**src/flash_host_pkg.sv**
```systemverilog
// flash_host_pkg: constants and carriers for the parallel flash host controller
// assumes a 25 MHz system clock and a 128K x 8 flash on the far side
package flash_host_pkg;
    localparam int ADDR_W = 17;
    localparam int DATA_W = 8;
    localparam int CLK_NS = 40;
    // command bytes
    localparam logic [7:0] CMD_READ = 8'h00;
    localparam logic [7:0] CMD_IDENT = 8'h90;
    localparam logic [7:0] CMD_ERASE = 8'h20;
    localparam logic [7:0] CMD_ERASE_VERIFY = 8'hA0;
    localparam logic [7:0] CMD_PROGRAM = 8'h40;
    localparam logic [7:0] CMD_PROGRAM_VERIFY = 8'hC0;
    localparam logic [7:0] CMD_RESET = 8'hFF;
    localparam logic [7:0] ERASED_BYTE = 8'hFF;
    localparam logic [ADDR_W-1:0] ADDR_MAKER_ID = 17'h00000;
    localparam logic [ADDR_W-1:0] ADDR_PART_ID = 17'h00001;
    localparam logic [ADDR_W-1:0] ADDR_LAST = 17'h1FFFF;
    // timing, figures in their own units
    localparam int T_WE_LOW_NS = 40;
    localparam int T_WE_HIGH_NS = 20;
    localparam int T_ACCESS_NS = 120;
    localparam int T_PROG_US = 10;
    localparam int T_ERASE_US = 9500;
    localparam int T_WREC_US = 6;
    localparam int CYC_WE_LOW = (T_WE_LOW_NS + CLK_NS - 1) / CLK_NS;
    localparam int CYC_WE_HIGH = (T_WE_HIGH_NS + CLK_NS - 1) / CLK_NS;
    localparam int CYC_ACCESS = (T_ACCESS_NS + CLK_NS - 1) / CLK_NS;
    localparam int CYC_PROG = (T_PROG_US * 1000 + CLK_NS - 1) / CLK_NS;
    localparam int CYC_ERASE = (T_ERASE_US * 1000 + CLK_NS - 1) / CLK_NS;
    localparam int CYC_WREC = (T_WREC_US * 1000 + CLK_NS - 1) / CLK_NS;
    localparam int CNT_W = 20;
    localparam int RETRY_W = 12;
    localparam logic [RETRY_W-1:0] PROG_RETRIES = 12'h019;
    localparam logic [RETRY_W-1:0] ERASE_RETRIES = 12'h3E8;

    typedef enum logic [2:0] {
        OP_READ = 3'b000,
        OP_IDENT = 3'b001,
        OP_PROGRAM = 3'b010,
        OP_ERASE = 3'b011,
        OP_ABORT = 3'b100
    } op_t;

    typedef struct packed {
        op_t op;
        logic [ADDR_W-1:0] addr;
        logic [DATA_W-1:0] data;
    } req_t;

    typedef struct packed {
        logic ce_n;
        logic oe_n;
        logic we_n;
        logic vpp_high;
        logic id_voltage;
        logic [ADDR_W-1:0] addr;
        logic [DATA_W-1:0] dout;
        logic data_oe_n;
    } pins_t;

    typedef struct packed {
        logic [DATA_W-1:0] data;
        logic fail;
    } resp_t;
endpackage

```
**src/flash_bus_cycle.sv**
```systemverilog
// flash_bus_cycle: one timed write or read cycle on the flash pins
// assumes the caller holds i_start for one cycle while o_idle is high
`timescale 1ns/100ps
`default_nettype none
module flash_bus_cycle
    import flash_host_pkg::*;
(
    input wire logic i_clk,
    input wire logic i_srst,
    input wire logic i_start,
    input wire logic i_write,
    input wire logic [ADDR_W-1:0] i_addr,
    input wire logic [DATA_W-1:0] i_data,
    input wire logic [DATA_W-1:0] i_din,
    output logic o_idle,
    output logic o_done,
    output logic o_ce_n,
    output logic o_oe_n,
    output logic o_we_n,
    output logic [ADDR_W-1:0] o_addr,
    output logic [DATA_W-1:0] o_dout,
    output logic o_data_oe_n,
    output logic [DATA_W-1:0] o_rdata
);
    typedef enum logic [1:0] {
        BC_IDLE = 2'b00,
        BC_LOW = 2'b01,
        BC_HIGH = 2'b10
    } bc_state_t;

    localparam logic [3:0] LOW_CNT = 4'(CYC_WE_LOW);
    localparam logic [3:0] HIGH_CNT = 4'(CYC_WE_HIGH);
    localparam logic [3:0] ACC_CNT = 4'(CYC_ACCESS);

    bc_state_t state_reg;
    logic [3:0] cnt_reg;
    logic write_reg;

    assign o_idle = (state_reg == BC_IDLE);

    always_ff @(posedge i_clk) begin
        if (i_srst) begin
            state_reg <= BC_IDLE;
            cnt_reg <= 4'h0;
            write_reg <= 1'b0;
            o_done <= 1'b0;
        end else begin
            o_done <= 1'b0;
            unique case (state_reg)
                BC_IDLE: begin
                    if (i_start) begin
                        write_reg <= i_write;
                        cnt_reg <= i_write ? LOW_CNT : ACC_CNT;
                        state_reg <= BC_LOW;
                    end
                end
                BC_LOW: begin
                    if (cnt_reg > 4'h1) begin
                        cnt_reg <= cnt_reg - 4'h1;
                    end else begin
                        cnt_reg <= HIGH_CNT;
                        state_reg <= BC_HIGH;
                    end
                end
                BC_HIGH: begin
                    if (cnt_reg > 4'h1) begin
                        cnt_reg <= cnt_reg - 4'h1;
                    end else begin
                        o_done <= 1'b1;
                        state_reg <= BC_IDLE;
                    end
                end
                default: state_reg <= BC_IDLE;
            endcase
        end
    end

    // address set on the same edge the strobe falls, so it is latched on the falling edge
    always_ff @(posedge i_clk) begin
        if (i_srst) begin
            o_addr <= '0;
            o_dout <= 8'h00;
            o_rdata <= 8'h00;
        end else if (o_idle && i_start) begin
            o_addr <= i_addr;
            o_dout <= i_data;
        end else if (state_reg == BC_LOW && !write_reg && cnt_reg == 4'h1) begin
            o_rdata <= i_din;
        end
    end

    // strobes: chip select low through the cycle, data held past the rising edge
    always_ff @(posedge i_clk) begin
        if (i_srst) begin
            o_ce_n <= 1'b1;
            o_oe_n <= 1'b1;
            o_we_n <= 1'b1;
            o_data_oe_n <= 1'b1;
        end else begin
            o_ce_n <= !((o_idle && i_start) || (state_reg == BC_LOW) ||
                        (state_reg == BC_HIGH && cnt_reg > 4'h1));
            o_we_n <= !((o_idle && i_start && i_write) ||
                        (state_reg == BC_LOW && write_reg && cnt_reg > 4'h1));
            o_oe_n <= !((o_idle && i_start && !i_write) ||
                        (state_reg == BC_LOW && !write_reg && cnt_reg > 4'h1));
            o_data_oe_n <= !((o_idle && i_start && i_write) ||
                             (state_reg != BC_IDLE && write_reg && !(state_reg == BC_HIGH && cnt_reg == 4'h1)));
        end
    end

    AST_WRITE_NO_READ_OVERLAP: assert property (@(posedge i_clk) disable iff (i_srst)
        !(o_we_n == 1'b0 && o_oe_n == 1'b0))
        else $error("write and output strobes both low");
    AST_DATA_HELD_AT_RISE: assert property (@(posedge i_clk) disable iff (i_srst)
        $rose(o_we_n) |-> !o_data_oe_n && $stable(o_dout))
        else $error("data not driven at strobe rise");
endmodule
`default_nettype wire

```
**src/flash_host_ctrl.sv**
```systemverilog
// flash_host_ctrl: host controller running command sequences on a parallel flash
// assumes flash pins are reached through an external driver; data pins are split in/out/enable
`timescale 1ns/100ps
`default_nettype none
module flash_host_ctrl
    import flash_host_pkg::*;
(
    input wire logic I_CLK,
    input wire logic I_SRST,
    input wire logic I_REQ_VALID,
    input wire req_t I_REQ,
    input wire logic I_ID_BY_VOLTAGE,
    output logic O_REQ_READY,
    output logic O_RESP_VALID,
    output resp_t O_RESP,
    output pins_t O_PINS,
    input wire logic [DATA_W-1:0] I_DATA_LINES
);
    typedef enum logic [3:0] {
        S_IDLE = 4'b0000,
        S_CMD1 = 4'b0001,
        S_CMD2 = 4'b0010,
        S_PULSE = 4'b0011,
        S_VERIFY_CMD = 4'b0100,
        S_RECOVER = 4'b0101,
        S_VERIFY_RD = 4'b0110,
        S_EXIT = 4'b0111,
        S_READ = 4'b1000,
        S_DONE = 4'b1001
    } state_t;

    state_t state_reg;
    req_t req_reg;
    logic [CNT_W-1:0] wait_reg;
    logic [RETRY_W-1:0] tries_reg;
    logic [ADDR_W-1:0] cur_addr_reg;
    logic fail_reg;
    logic prezero_reg;
    logic bc_start, bc_write, bc_idle, bc_done;
    logic [ADDR_W-1:0] bc_addr;
    logic [DATA_W-1:0] bc_data, bc_rdata;
    logic pin_ce_n, pin_oe_n, pin_we_n, pin_data_oe_n, vpp_reg, idv_reg;
    logic [ADDR_W-1:0] pin_addr;
    logic [DATA_W-1:0] pin_dout;

    // command byte written in the first write of each sequence
    function automatic logic [7:0] first_cmd(input op_t op);
        unique case (op)
            OP_PROGRAM: first_cmd = CMD_PROGRAM;
            OP_ERASE: first_cmd = CMD_ERASE;
            OP_ABORT: first_cmd = CMD_RESET;
            OP_IDENT: first_cmd = CMD_IDENT;
            default: first_cmd = CMD_READ;
        endcase
    endfunction

    assign O_REQ_READY = (state_reg == S_IDLE);

    always_ff @(posedge I_CLK) begin
        if (I_SRST) begin
            state_reg <= S_EXIT;
            req_reg <= '0;
            wait_reg <= '0;
            tries_reg <= '0;
            cur_addr_reg <= '0;
            fail_reg <= 1'b0;
            prezero_reg <= 1'b0;
        end else begin
            unique case (state_reg)
                S_IDLE: begin
                    if (I_REQ_VALID) begin
                        req_reg <= I_REQ;
                        fail_reg <= 1'b0;
                        tries_reg <= '0;
                        cur_addr_reg <= '0;
                        prezero_reg <= (I_REQ.op == OP_ERASE);
                        if (I_REQ.op == OP_READ || (I_REQ.op == OP_IDENT && I_ID_BY_VOLTAGE))
                            state_reg <= S_READ;
                        else
                            state_reg <= S_CMD1;
                    end
                end
                S_CMD1: if (bc_done) begin
                    state_reg <= (req_reg.op == OP_IDENT) ? S_READ : S_CMD2;
                end
                S_CMD2: if (bc_done) begin
                    if (req_reg.op == OP_ABORT) begin
                        state_reg <= S_DONE;
                    end else begin
                        wait_reg <= (req_reg.op == OP_ERASE && !prezero_reg) ?
                            CNT_W'(CYC_ERASE) : CNT_W'(CYC_PROG);
                        state_reg <= S_PULSE;
                    end
                end
                S_PULSE: begin
                    if (wait_reg > CNT_W'(1)) wait_reg <= wait_reg - CNT_W'(1);
                    else state_reg <= S_VERIFY_CMD;
                end
                S_VERIFY_CMD: if (bc_done) begin
                    wait_reg <= CNT_W'(CYC_WREC);
                    state_reg <= S_RECOVER;
                end
                S_RECOVER: begin
                    if (wait_reg > CNT_W'(1)) wait_reg <= wait_reg - CNT_W'(1);
                    else state_reg <= S_VERIFY_RD;
                end
                S_VERIFY_RD: if (bc_done) begin
                    if (req_reg.op == OP_ERASE && !prezero_reg) begin
                        if (bc_rdata == ERASED_BYTE) begin
                            if (cur_addr_reg == ADDR_LAST) state_reg <= S_EXIT;
                            else begin
                                cur_addr_reg <= cur_addr_reg + 17'h00001;
                                state_reg <= S_VERIFY_CMD;
                            end
                        end else if (tries_reg == ERASE_RETRIES) begin
                            fail_reg <= 1'b1;
                            state_reg <= S_EXIT;
                        end else begin
                            tries_reg <= tries_reg + 12'h001;
                            state_reg <= S_CMD1;
                        end
                    end else begin
                        if (bc_rdata == (prezero_reg ? CMD_READ : req_reg.data)) begin
                            tries_reg <= '0;
                            if (!prezero_reg) state_reg <= S_EXIT;
                            else if (cur_addr_reg == ADDR_LAST) begin
                                prezero_reg <= 1'b0;
                                cur_addr_reg <= '0;
                                state_reg <= S_CMD1;
                            end else begin
                                cur_addr_reg <= cur_addr_reg + 17'h00001;
                                state_reg <= S_CMD1;
                            end
                        end else if (tries_reg == PROG_RETRIES) begin
                            fail_reg <= 1'b1;
                            state_reg <= S_EXIT;
                        end else begin
                            tries_reg <= tries_reg + 12'h001;
                            state_reg <= S_CMD1;
                        end
                    end
                end
                S_EXIT: if (bc_done) state_reg <= S_DONE;
                S_READ: if (bc_done) state_reg <= S_DONE;
                S_DONE: state_reg <= S_IDLE;
                default: state_reg <= S_IDLE;
            endcase
        end
    end

    always_comb begin
        bc_start = 1'b0;
        bc_write = 1'b1;
        bc_addr = '0;
        bc_data = CMD_READ;
        if (bc_idle && !bc_done) begin
            unique case (state_reg)
                S_CMD1: begin
                    bc_start = 1'b1;
                    bc_data = prezero_reg ? CMD_PROGRAM : first_cmd(req_reg.op);
                end
                S_CMD2: begin
                    bc_start = 1'b1;
                    if (req_reg.op == OP_ERASE && !prezero_reg) begin
                        bc_data = CMD_ERASE;
                    end else if (req_reg.op == OP_ABORT) begin
                        bc_data = CMD_RESET;
                    end else begin
                        bc_addr = prezero_reg ? cur_addr_reg : req_reg.addr;
                        bc_data = prezero_reg ? CMD_READ : req_reg.data;
                    end
                end
                S_VERIFY_CMD: begin
                    bc_start = 1'b1;
                    if (req_reg.op == OP_ERASE && !prezero_reg) begin
                        bc_addr = cur_addr_reg;
                        bc_data = CMD_ERASE_VERIFY;
                    end else begin
                        bc_data = CMD_PROGRAM_VERIFY;
                    end
                end
                S_VERIFY_RD: begin
                    bc_start = 1'b1;
                    bc_write = 1'b0;
                end
                S_EXIT: begin
                    bc_start = 1'b1;
                    bc_data = CMD_READ;
                end
                S_READ: begin
                    bc_start = 1'b1;
                    bc_write = 1'b0;
                    bc_addr = req_reg.addr;
                    if (req_reg.op == OP_IDENT && I_ID_BY_VOLTAGE)
                        bc_addr = {{(ADDR_W-1){1'b0}}, req_reg.addr[0]};
                end
                default: bc_start = 1'b0;
            endcase
        end
    end

    flash_bus_cycle u_cycle (
        .i_clk(I_CLK),
        .i_srst(I_SRST),
        .i_start(bc_start),
        .i_write(bc_write),
        .i_addr(bc_addr),
        .i_data(bc_data),
        .i_din(I_DATA_LINES),
        .o_idle(bc_idle),
        .o_done(bc_done),
        .o_ce_n(pin_ce_n),
        .o_oe_n(pin_oe_n),
        .o_we_n(pin_we_n),
        .o_addr(pin_addr),
        .o_dout(pin_dout),
        .o_data_oe_n(pin_data_oe_n),
        .o_rdata(bc_rdata)
    );

    // pin bundle gathered in one place so the struct has a single driver
    assign O_PINS = '{ce_n: pin_ce_n, oe_n: pin_oe_n, we_n: pin_we_n, vpp_high: vpp_reg,
        id_voltage: idv_reg, addr: pin_addr, dout: pin_dout, data_oe_n: pin_data_oe_n};

    // program supply raised while a command sequence or an identification read runs
    always_ff @(posedge I_CLK) begin
        if (I_SRST) begin
            vpp_reg <= 1'b0;
            idv_reg <= 1'b0;
        end else begin
            vpp_reg <= !(state_reg == S_IDLE || state_reg == S_DONE ||
                (state_reg == S_READ && req_reg.op != OP_IDENT));
            idv_reg <= (state_reg == S_READ && req_reg.op == OP_IDENT && I_ID_BY_VOLTAGE);
        end
    end

    always_ff @(posedge I_CLK) begin
        if (I_SRST) begin
            O_RESP_VALID <= 1'b0;
            O_RESP <= '0;
        end else begin
            O_RESP_VALID <= (state_reg == S_DONE);
            if (state_reg == S_DONE) begin
                O_RESP.data <= bc_rdata;
                O_RESP.fail <= fail_reg;
            end
        end
    end

    AST_WRITE_NEEDS_SUPPLY: assert property (@(posedge I_CLK) disable iff (I_SRST)
        !O_PINS.we_n |-> O_PINS.vpp_high)
        else $error("command write without program supply");
    AST_ERASE_TWICE: assert property (@(posedge I_CLK) disable iff (I_SRST)
        (state_reg == S_CMD2 && bc_start && req_reg.op == OP_ERASE && !prezero_reg)
        |-> bc_data == CMD_ERASE)
        else $error("second erase byte wrong");
    AST_PULSE_THEN_VERIFY: assert property (@(posedge I_CLK) disable iff (I_SRST)
        (state_reg == S_PULSE && wait_reg == CNT_W'(1)) |=> state_reg == S_VERIFY_CMD)
        else $error("verify not issued after pulse wait");
    AST_ID_VOLT_ADDR: assert property (@(posedge I_CLK) disable iff (I_SRST)
        O_PINS.id_voltage && !O_PINS.oe_n |-> O_PINS.addr[ADDR_W-1:1] == '0 && O_PINS.we_n)
        else $error("upper address set during voltage identification");
    AST_STANDBY_IDLE: assert property (@(posedge I_CLK) disable iff (I_SRST)
        (state_reg == S_IDLE && bc_idle) [*2] |-> O_PINS.ce_n && O_PINS.data_oe_n)
        else $error("chip selected while idle");
    AST_RESP_AFTER_DONE: assert property (@(posedge I_CLK) disable iff (I_SRST)
        state_reg == S_DONE |=> O_RESP_VALID ##1 !O_RESP_VALID)
        else $error("response not one cycle");
endmodule
`default_nettype wire

```
**config.mk**
```make
export PLATFORM = sky130hd
export DESIGN_NAME = flash_host_ctrl
export DESIGN_NICKNAME = d
export VERILOG_FILES = /design/src/flash_host_pkg.sv /design/src/flash_bus_cycle.sv /design/src/flash_host_ctrl.sv
export SDC_FILE = /design/constraint.sdc
export NUM_CORES = 1
export LEC_CHECK = 0
export ABC_AREA = 1
export BUFFER_PORTS_ARGS = -buffer_cell sky130_fd_sc_hd__clkbuf_2
export CAP_MARGIN = 20
export CORE_MARGIN = 3
export CORE_UTILIZATION = 64
export CTS_CLUSTER_DIAMETER = 40
export CTS_CLUSTER_SIZE = 28
export DETAILED_ROUTE_END_ITERATION = 8
export PLACE_DENSITY_LB_ADDON = 0.1
export SYNTH_ARGS = -nofsm -noshare
export SYNTH_HDL_FRONTEND = slang
export SYNTH_HIERARCHICAL = 1
export SYNTH_SLANG_ARGS = --single-unit
```
**constraint.sdc**
```tcl
create_clock -name I_CLK -period 5.6 [get_ports I_CLK]
set_clock_uncertainty 0.1 [all_clocks]
set_input_delay 1.12 -clock I_CLK [delete_from_list [all_inputs] [get_ports I_CLK]]
set_output_delay 1.12 -clock I_CLK [all_outputs]
set_load 0.02 [all_outputs]
```
==> flow_summary.toml, run 1 <==
[routing]
first_pass_iters = 6
vias_per_cell = 5.65
wl_um = 19500
antenna_left = 0
route.vias.total = 7638
drc = 0
wl_per_cell_um = 14.4
drt_iter0_drc = 791

[timing]
worstMarginPinSlew_ns = 1.03
finalCriticalPeriod_ns = 3.57
finalSetupTns_ns = 0
slew_viol_final = 0
slew_headroom = 0.315
period_share = 0.638
rsz0062_at_grt = "no"
hold_viol = 0
setup_viol = 0
fmax_ghz = 0.280
whs_ns = 0.364

[worst_setup_path]
rr_startpoint = "u_cycle/state_reg[0]$_SDFFE_PP0P_"
arrival_ns = 3.82
critical_path_class = "reg -> reg"
crit_path_max_incr_delay_ns = 0.73
endpoint_kind = "flip-flop"
worstPathCellList = "inv_1, ha_1, nand2_1, inv_1, nand2_1, o211ai_1, nand2_2, clkinv_1, nand2_1, o21ai_0, nand2_1"
regToRegSetupSlack_ns = 2.03
worst_r2r_endpoint = "u_cycle/o_we_n$_SDFF_PP1_"
crit_path_max_fanout = 30
r2r_cells = 11
cp_common_cell = "nand2_1"
worstSetupStartpointType = "flip-flop"
slowest_stage = "clkinv_1"
required_ns = 5.84

[clock_tree]
cts_max_level = 4
clkLatencyLatePin_ns = 0.42
clk_pin_slew_ns = 0.06
cts-root-buf = "clkbuf_16"
cts_tree = "done"
clk_path_buf_depth = 2
cts_buffers = 17
cts_post_setup_buffers_inserted = 0
cts-resized-gates = 0
cts_hold_buffers = 0
clock-sinks = 140

[layout]
regArea_mm2 = 0.00280
fin_util = 0.745
diodes = 0
layout-drive-gt1-share = 0.145
largest_reg_flops = 28
area_growth_pct = 12.4
fillers = 970
multiInputGateArea_mm2 = 0.00413
fin_nets = 1250

[pwr]
p_leak_nw = 3.62
cellPowerDensity_mw_per_mm2 = 477
ir_drop_mv = 0.275

[floorplanning]
core_mm2 = 0.0116
rows = 39
die_h_um = 115
die_area_mm2 = 0.0133
die_x_um = 115
io_pins = 82
initial_core_util = 0.663

[yosys]
synth_mux_area_frac = 0
synth_xor_area_frac = 0.0126
synthCells = 1142
yosysWarnings = 6
syn_nets = 1195
synth_largest_area_cell = "dfxtp_1"
synth_top_family_by_area = "simple AND/OR/NAND/NOR gates"
synth_edf_count = 0
synth_seq_cells = 140
synthTopCellsByArea = "dfxtp_1, nand2_1, nor2_1"
synth_area_per_cell_um2 = 6.72
synthTopCellsByCount = "nand2_1, nor2_1, dfxtp_1"
yosys.area_share.simple = 0.347
synth_compound_area_frac = 0.157
synth_most_common_cell = "nand2_1"
synth_fa_ha_area_frac = 0.0212
yosysSeqAreaShare = 0.365
async_flop_share = 0
synth.cell_area_mm2 = 0.00767
synthDistinctLibCells = 47
yosys_most_used_dff = "dfxtp_1"
yosys.area.top_type_share = 0.365

[grt]
grt_max_degree = 54
overflow = 0
grt_pass1_wl_um = 32200
antenna_found_initial = 0
grtUsageTotal = 0.299
first_global_vias = 6949

[hold_path]
min_to = "req_reg[21]$_SDFFE_PP0P_"
hp-class = "reg -> reg"
hold_depth = 2
hold_start = "req_reg[21]$_SDFFE_PP0P_"

[placed_design]
gp_congestion = 0.958
hpwl_um = 13700
portBuffers = 81

[job]
cap_violations = 0

[status]
outcome = "finished, final reports clean"
where the power goes:
part / switching [mW] / internal, mW
clock: 0.436 / 0.701
combinational: 1.18 / 0.515
sequential: 0.123 / 1.15
area by class of cell:
type	instances	share of cell area
Clock buffer	18	0.0498
Clock inverter	13	0.0196
Inverter	120	0.0543
Multi-Input combinational cell	834	0.479
Sequential cell	140	0.325
Tap cell	143	0.0208
Timing Repair Buffer	84	0.0520
routing by layer:
layer	part of all wire	track usage
met5	0	0
met4	0.023	0.111
met3	0.064	0.0574
met2	0.47	0.493
met1	0.44	0.392
worst max-delay path by stage:
stage                                            from                   endpoint  slack, ns  cells past startpoint
detailed placement  u_cycle/state_reg[0]$_SDFFE_PP0P_  u_cycle/o_we_n$_SDFF_PP1_       2.17                     11
CTS                 u_cycle/state_reg[0]$_SDFFE_PP0P_  u_cycle/o_we_n$_SDFF_PP1_       2.11                     11
finish              u_cycle/state_reg[0]$_SDFFE_PP0P_  u_cycle/o_we_n$_SDFF_PP1_       2.03                     11
floorplan                   state_reg[3]$_SDFFE_PP0P_                O_REQ_READY       3.11                      5
global placement    u_cycle/state_reg[0]$_SDFFE_PP0P_  u_cycle/o_we_n$_SDFF_PP1_       2.26                     11
global route        u_cycle/state_reg[0]$_SDFFE_PP0P_  u_cycle/o_we_n$_SDFF_PP1_       1.62                     11
cells in the final DEF (no fill, tap or decap), drive strengths merged, types with 3 or more instances in the layout:
master,count
nand2,243
nor2,193
dfxtp,140
inv,119
nand3,107
clkbuf,99
a21oi,95
o21ai,92
nor3,27
a22oi,17
ha,13
nand4,10
clkinv,10
xor2,9
o211ai,4
nor4,4
nand3b,3
or2,3
bufinv,3
o22ai,3
buf,3
metrics by stage:
step           total power [mW]  cells  cell area (um^2)  setup WS, ns
2_1_floorplan              2.65   1142              7670          3.11
3_3_place_gp               2.91   1320              8000          2.26
3_5_place_dp               2.95   1320              8000          2.17
4_1_cts                    4.09   1351              8590          2.11
5_1_grt                    4.41   1352              8620          1.62
6_report                   4.11   1352              8620          2.03
cell families after synthesis:
family                   after synthesis
AND/OR/NAND/NOR                      592
flip-flops                           140
adder cells (fa/ha/maj)               13
buffers and inverters                168
XOR/XNOR                              11
AO/OA/AOI/OAI                        218
worst max-delay path: cells and delay by family (launching register included):
kind | cells | cell delay (ns)
AND/OR/NAND/NOR | 5 | 1.47
buffers and inverters | 3 | 0.98
flip-flops | 1 | 0.38
AO/OA/AOI/OAI | 2 | 0.29
adder cells (fa/ha/maj) | 1 | 0.27
Note: power is estimated with default switching activity, not from simulation.
==> run 2, diff against run 1 <==
--- a/config.mk
+++ b/config.mk
@@ -9,7 +9,7 @@
 export BUFFER_PORTS_ARGS = -buffer_cell sky130_fd_sc_hd__clkbuf_2
 export CAP_MARGIN = 20
 export CORE_MARGIN = 3
-export CORE_UTILIZATION = 64
+export CORE_UTILIZATION = 59
 export CTS_CLUSTER_DIAMETER = 40
 export CTS_CLUSTER_SIZE = 28
 export DETAILED_ROUTE_END_ITERATION = 8
==> constraint.sdc (replaced) <==
create_clock -name I_CLK -period 3.3 [get_ports I_CLK]
set_clock_uncertainty 0.1 [all_clocks]
set_input_delay 0.66 -clock I_CLK [delete_from_list [all_inputs] [get_ports I_CLK]]
set_output_delay 0.66 -clock I_CLK [all_outputs]
set_load 0.02 [all_outputs]
==> run 2 against run 1 <==
Against the previous run: critical path depth did not move; first-iteration DRC count fell by 24%; sequential power rose by 69%; combinational power rose by 73%; utilization fell by 5.8 points; critical path type unchanged; design area rose by 1.0%; register-to-register slack got worse by 1.5 ns; global-route usage fell by 2.5 points; final cell count rose by 2.9%; die area rose by 8.0%; setup slack got worse by 1.5 ns; hold slack got worse by 0.0063 ns.
==> flow_summary.toml, run 2 (synthesis results as in run 1) <==
[grt]
grt_max_degree = 29
antenna_found_initial = 0
grt_pass1_wl_um = 32400
grtUsageTotal = 0.274
overflow = 0
first_global_vias = 6834

[clock_tree]
cts_max_level = 4
cts_buffers = 17
cts_hold_buffers = 0
clk_path_buf_depth = 2
cts-resized-gates = 0
cts_tree = "done"
clock-sinks = 140
clkLatencyLatePin_ns = 0.42
clk_pin_slew_ns = 0.06
cts-root-buf = "clkbuf_16"
cts_post_setup_buffers_inserted = 0

[timing]
period_share = 0.853
worstMarginPinSlew_ns = 0.683
slew_viol_final = 0
finalCriticalPeriod_ns = 2.82
rsz0062_at_grt = "no"
setup_viol = 0
fin_ws_ns = 0.485
hold_viol = 0
slew_headroom = 0.545
fmax_ghz = 0.355
whs_ns = 0.357
finalSetupTns_ns = 0

[routing]
drc = 0
wl_um = 19400
first_pass_iters = 7
vias_per_cell = 5.43
drt_iter0_drc = 602
wl_per_cell_um = 13.9
route.vias.total = 7557
antenna_left = 0

[layout]
fillers = 1183
mostFrequentLayoutCells = "nand2_1, nor2_1, dfxtp_1"
area_growth_pct = 13.5
regArea_mm2 = 0.00280
multiInputGateArea_mm2 = 0.00413
post-route-cell-area_mm2 = 0.00871
diodes = 0
fin_nets = 1260
fin_util = 0.687
layout_commonest_cell = "nand2_1"
largest_reg_flops = 28
layout-drive-gt1-share = 0.153

[floorplanning]
die_area_mm2 = 0.0144
die_x_um = 120
die_h_um = 120
io_pins = 82
rows = 41
initial_core_util = 0.605
core_mm2 = 0.0127

[worst_setup_path]
crit_family = "simple AND/OR/NAND/NOR gates"
worst-path-buf-inv = 1
worstSetupStartpointType = "flip-flop"
crit_path_max_incr_delay_ns = 0.52
critical_path_class = "reg -> reg"
arrival_ns = 3.02
worstPathCellList = "ha_1, nand2_1, nor2_1, nand3_1, nor3_1, ha_1, inv_1, o21ai_0, nand2_1, nand2_1, nor2_1"
slowest_stage = "o21ai_0"
required_ns = 3.51
crit_path_max_fanout = 8
cp_common_cell = "nand2_1"
endpoint_kind = "flip-flop"

[placed_design]
portBuffers = 81
placed_area_mm2 = 0.00811
gp_congestion = 0.926
hpwl_um = 14200
post-place-ws_ns = 0.497

[pwr]
ir_drop_mv = 0.383
cellPowerDensity_mw_per_mm2 = 807
p_leak_nw = 3.66

[job]
cap_violations = 0

[hold_path]
hp-class = "reg -> reg"

[status]
outcome = "finished, final reports clean"
-- run 2: routing by layer --
layer | wire length [um] | GRT usage | up-vias
met2 | 9230 | 0.454 | 209
met3 | 949 | 0.0500 | 24
li1 | - | - | 3867
met1 | 8920 | 0.366 | 3457
met5 | 0 | 0 | -
met4 | 303 | 0.0780 | 0
-- run 2: worst min-delay path: stages, from the launching register on --
cell and delay (ns):
dfxtp_1 0.29, inv_1 0.06, a21oi_1 0.06
-- run 2: final timing paths --
| kind | slack [ns] | from | cells past startpoint | to |
|---|---|---|---|---|
| setup / recovery | 0.48 | cur_addr_reg[1]$_SDFFE_PP0P_ | 11 | cur_addr_reg[2]$_SDFFE_PP0P_ |
| hold / removal | 0.36 | fail_reg$_SDFFE_PP0P_ | 2 | fail_reg$_SDFFE_PP0P_ |
| setup reg to reg | 0.48 | cur_addr_reg[1]$_SDFFE_PP0P_ | 11 | cur_addr_reg[2]$_SDFFE_PP0P_ |
| hold reg to reg | 0.36 | fail_reg$_SDFFE_PP0P_ | 2 | fail_reg$_SDFFE_PP0P_ |
-- run 2: stage by stage --
stage	instances	power, mW
final	1391	7.03
after global routing	1391	7.55
after CTS	1391	7.02
after detailed placement	1360	5.07
after global placement	1360	5.02
after floorplan	1142	4.50
-- run 2: where the power goes --
part	internal [mW]	leakage, nW	switching, mW
Clock	1.19	0.289	0.745
Sequential	1.96	1.14	0.201
Combinational	0.922	2.23	2.02
-- run 2: cell type report --
| type | instances | area share |
|---|---|---|
| clock buffers | 17 | 0.0489 |
| well taps | 172 | 0.0247 |
| inverters | 120 | 0.0537 |
| flip-flops and latches | 140 | 0.322 |
| repair buffers | 94 | 0.0578 |
| clock inverters | 14 | 0.0194 |
| multi-input cells | 834 | 0.474 |
==> run 3, diff against run 2 <==
--- a/config.mk
+++ b/config.mk
@@ -13,6 +13,7 @@
 export CTS_CLUSTER_DIAMETER = 40
 export CTS_CLUSTER_SIZE = 28
 export DETAILED_ROUTE_END_ITERATION = 8
+export GPL_TIMING_DRIVEN = 0
 export PLACE_DENSITY_LB_ADDON = 0.1
 export SYNTH_ARGS = -nofsm -noshare
 export SYNTH_HDL_FRONTEND = slang
==> run 3 against run 2 <==
Against the previous run: maximum frequency is 3.9% lower; sequential share of layout area is 0.73 points lower; combinational power is 6% higher; first-iteration DRC count is 13% higher; flip-flop and latch count stayed put; global-route usage is 1.7 points higher; utilization is 1.6 points higher; hold slack better by 0.0055 ns; count of clock-buffer cells in the layout stayed put; highest routed layer unchanged.
==> flow_summary.toml, run 3 (synthesis results as in run 1) <==
[clock_tree]
cts_buffers = 17
cts-root-buf = "clkbuf_16"
clk_path_buf_depth = 2
cts_tree = "done"
clkLatencyLatePin_ns = 0.43
clock-sinks = 140
clk_pin_slew_ns = 0.06
cts_max_level = 4

[layout]
layout.cells.non_filler = 1426
fin_nets = 1294
regArea_mm2 = 0.00280
multiInputGateArea_mm2 = 0.00413
layout_commonest_cell = "nand2_1"
fillers = 1154
mostFrequentLayoutCells = "nand2_1, nor2_1, dfxtp_1"
diodes = 0
largest_reg_flops = 28
layout-drive-gt1-share = 0.158
area_growth_pct = 16.2

[grt]
grt_max_degree = 17
antenna_found_initial = 0
overflow = 0
grtUsageTotal = 0.291
grt_pass1_wl_um = 33800
first_global_vias = 7076

[timing]
slew_viol_final = 0
whs_ns = 0.363
setup_viol = 0
finalSetupTns_ns = 0
rsz0062_at_grt = "no"
fin_ws_ns = 0.371
fmax_ghz = 0.341
hold_viol = 0
finalCriticalPeriod_ns = 2.93
slew_headroom = 0.547
period_share = 0.887
worstMarginPinSlew_ns = 0.680

[routing]
wl_per_cell_um = 14.7
wl_met1_um = 9240
antenna_left = 0
wl_met3_um = 1470
highest_layer = "met4"
drc = 0
first_pass_iters = 6
wl_um = 20900
vias_per_cell = 5.52
route.vias.total = 7878
met2_length_um = 9810
drt_iter0_drc = 679

[placed_design]
dp.cells = 1394
gp_congestion = 0.969
hpwl_um = 15300
post-place-ws_ns = 0.0677
portBuffers = 80

[worst_setup_path]
r2r_cells = 15
arrival_ns = 3.18
crit_path_max_fanout = 10
regToRegSetupSlack_ns = 0.37
worst_r2r_endpoint = "cur_addr_reg[1]$_SDFFE_PP0P_"
worstSetupStartpointType = "flip-flop"
endpoint_kind = "flip-flop"
critical_path_class = "reg -> reg"
rr_startpoint = "cur_addr_reg[0]$_SDFFE_PP0P_"
required_ns = 3.56

[hold_path]
hold_start = "req_reg[18]$_SDFFE_PP0P_"
hp-class = "reg -> reg"
min_to = "req_reg[18]$_SDFFE_PP0P_"
hold_depth = 2

[pwr]
power_mw = 7.31
cellPowerDensity_mw_per_mm2 = 820
ir_drop_mv = 0.458
p_leak_nw = 3.75

[floorplanning]
die_area_mm2 = 0.0144
core_mm2 = 0.0127
die_h_um = 120
initial_core_util = 0.605
rows = 41
io_pins = 82
die_x_um = 120

[job]
cap_violations = 0

[status]
outcome = "finished, final reports clean"
## run 3: critical path: stages, from the launching register on
cell,delay (ns)
dfxtp_1,0.40
ha_1,0.25
nand2_1,0.09
nor2_1,0.14
nand3_1,0.12
nor3_1,0.25
ha_1,0.20
clkbuf_1,0.32
inv_1,0.16
nand4_1,0.13
a21oi_2,0.07
nand2_4,0.13
inv_6,0.07
nand2_1,0.10
nand2_1,0.16
nor3_1,0.16
## run 3: worst max-delay path by stage
stage | cells after the start | endpoint | start | slack, ns
floorplan | 12 | cur_addr_reg[0]$_SDFFE_PP0P_ | cur_addr_reg[0]$_SDFFE_PP0P_ | 0.96
global placement | 12 | cur_addr_reg[14]$_SDFFE_PP0P_ | cur_addr_reg[0]$_SDFFE_PP0P_ | 0.07
detailed placement | 12 | cur_addr_reg[0]$_SDFFE_PP0P_ | cur_addr_reg[0]$_SDFFE_PP0P_ | 0.07
CTS | 12 | cur_addr_reg[14]$_SDFFE_PP0P_ | cur_addr_reg[0]$_SDFFE_PP0P_ | 0.05
global route | 15 | cur_addr_reg[1]$_SDFFE_PP0P_ | cur_addr_reg[0]$_SDFFE_PP0P_ | 0.09
finish | 15 | cur_addr_reg[1]$_SDFFE_PP0P_ | cur_addr_reg[0]$_SDFFE_PP0P_ | 0.37
## run 3: report_power, final
group          switching [mW]  total (mW)  internal [mW]
clock                   0.767        2.03           1.26
sequential              0.201        2.16           1.96
combinational            2.11        3.12           1.02
## run 3: through the flow
| stage | util | instance area, um^2 |
|---|---|---|
| after floorplan | - | 7670 |
| after global placement | 0.654 | 8290 |
| after detailed placement | 0.654 | 8290 |
| after CTS | 0.703 | 8910 |
| after global routing | 0.703 | 8910 |
| final | 0.703 | 8910 |
## run 3: layout make-up
class | count | area share
Multi-Input combinational cell | 834 | 0.463
Sequential cell | 140 | 0.315
Inverter | 120 | 0.0525
Clock buffer | 17 | 0.0477
Timing Repair Buffer | 80 | 0.0449
Buffer | 48 | 0.0307
Tap cell | 172 | 0.0242
Clock inverter | 15 | 0.0220
## run 3: per-layer routing
| metal | track usage | vias to the layer above |
|---|---|---|
| met1 | 0.384 | 3590 |
| met3 | 0.0655 | 39 |
| met2 | 0.478 | 314 |
| li1 | - | 3935 |
| met5 | 0 | - |
| met4 | 0.0866 | 0 |
## run 3: timing repair
action / in CTS / in global routing
setup buffers: 0 / 0
hold buffers: 0 / 0
gates resized for setup: 0 / 2
setup endpoints to repair: 0 / 10
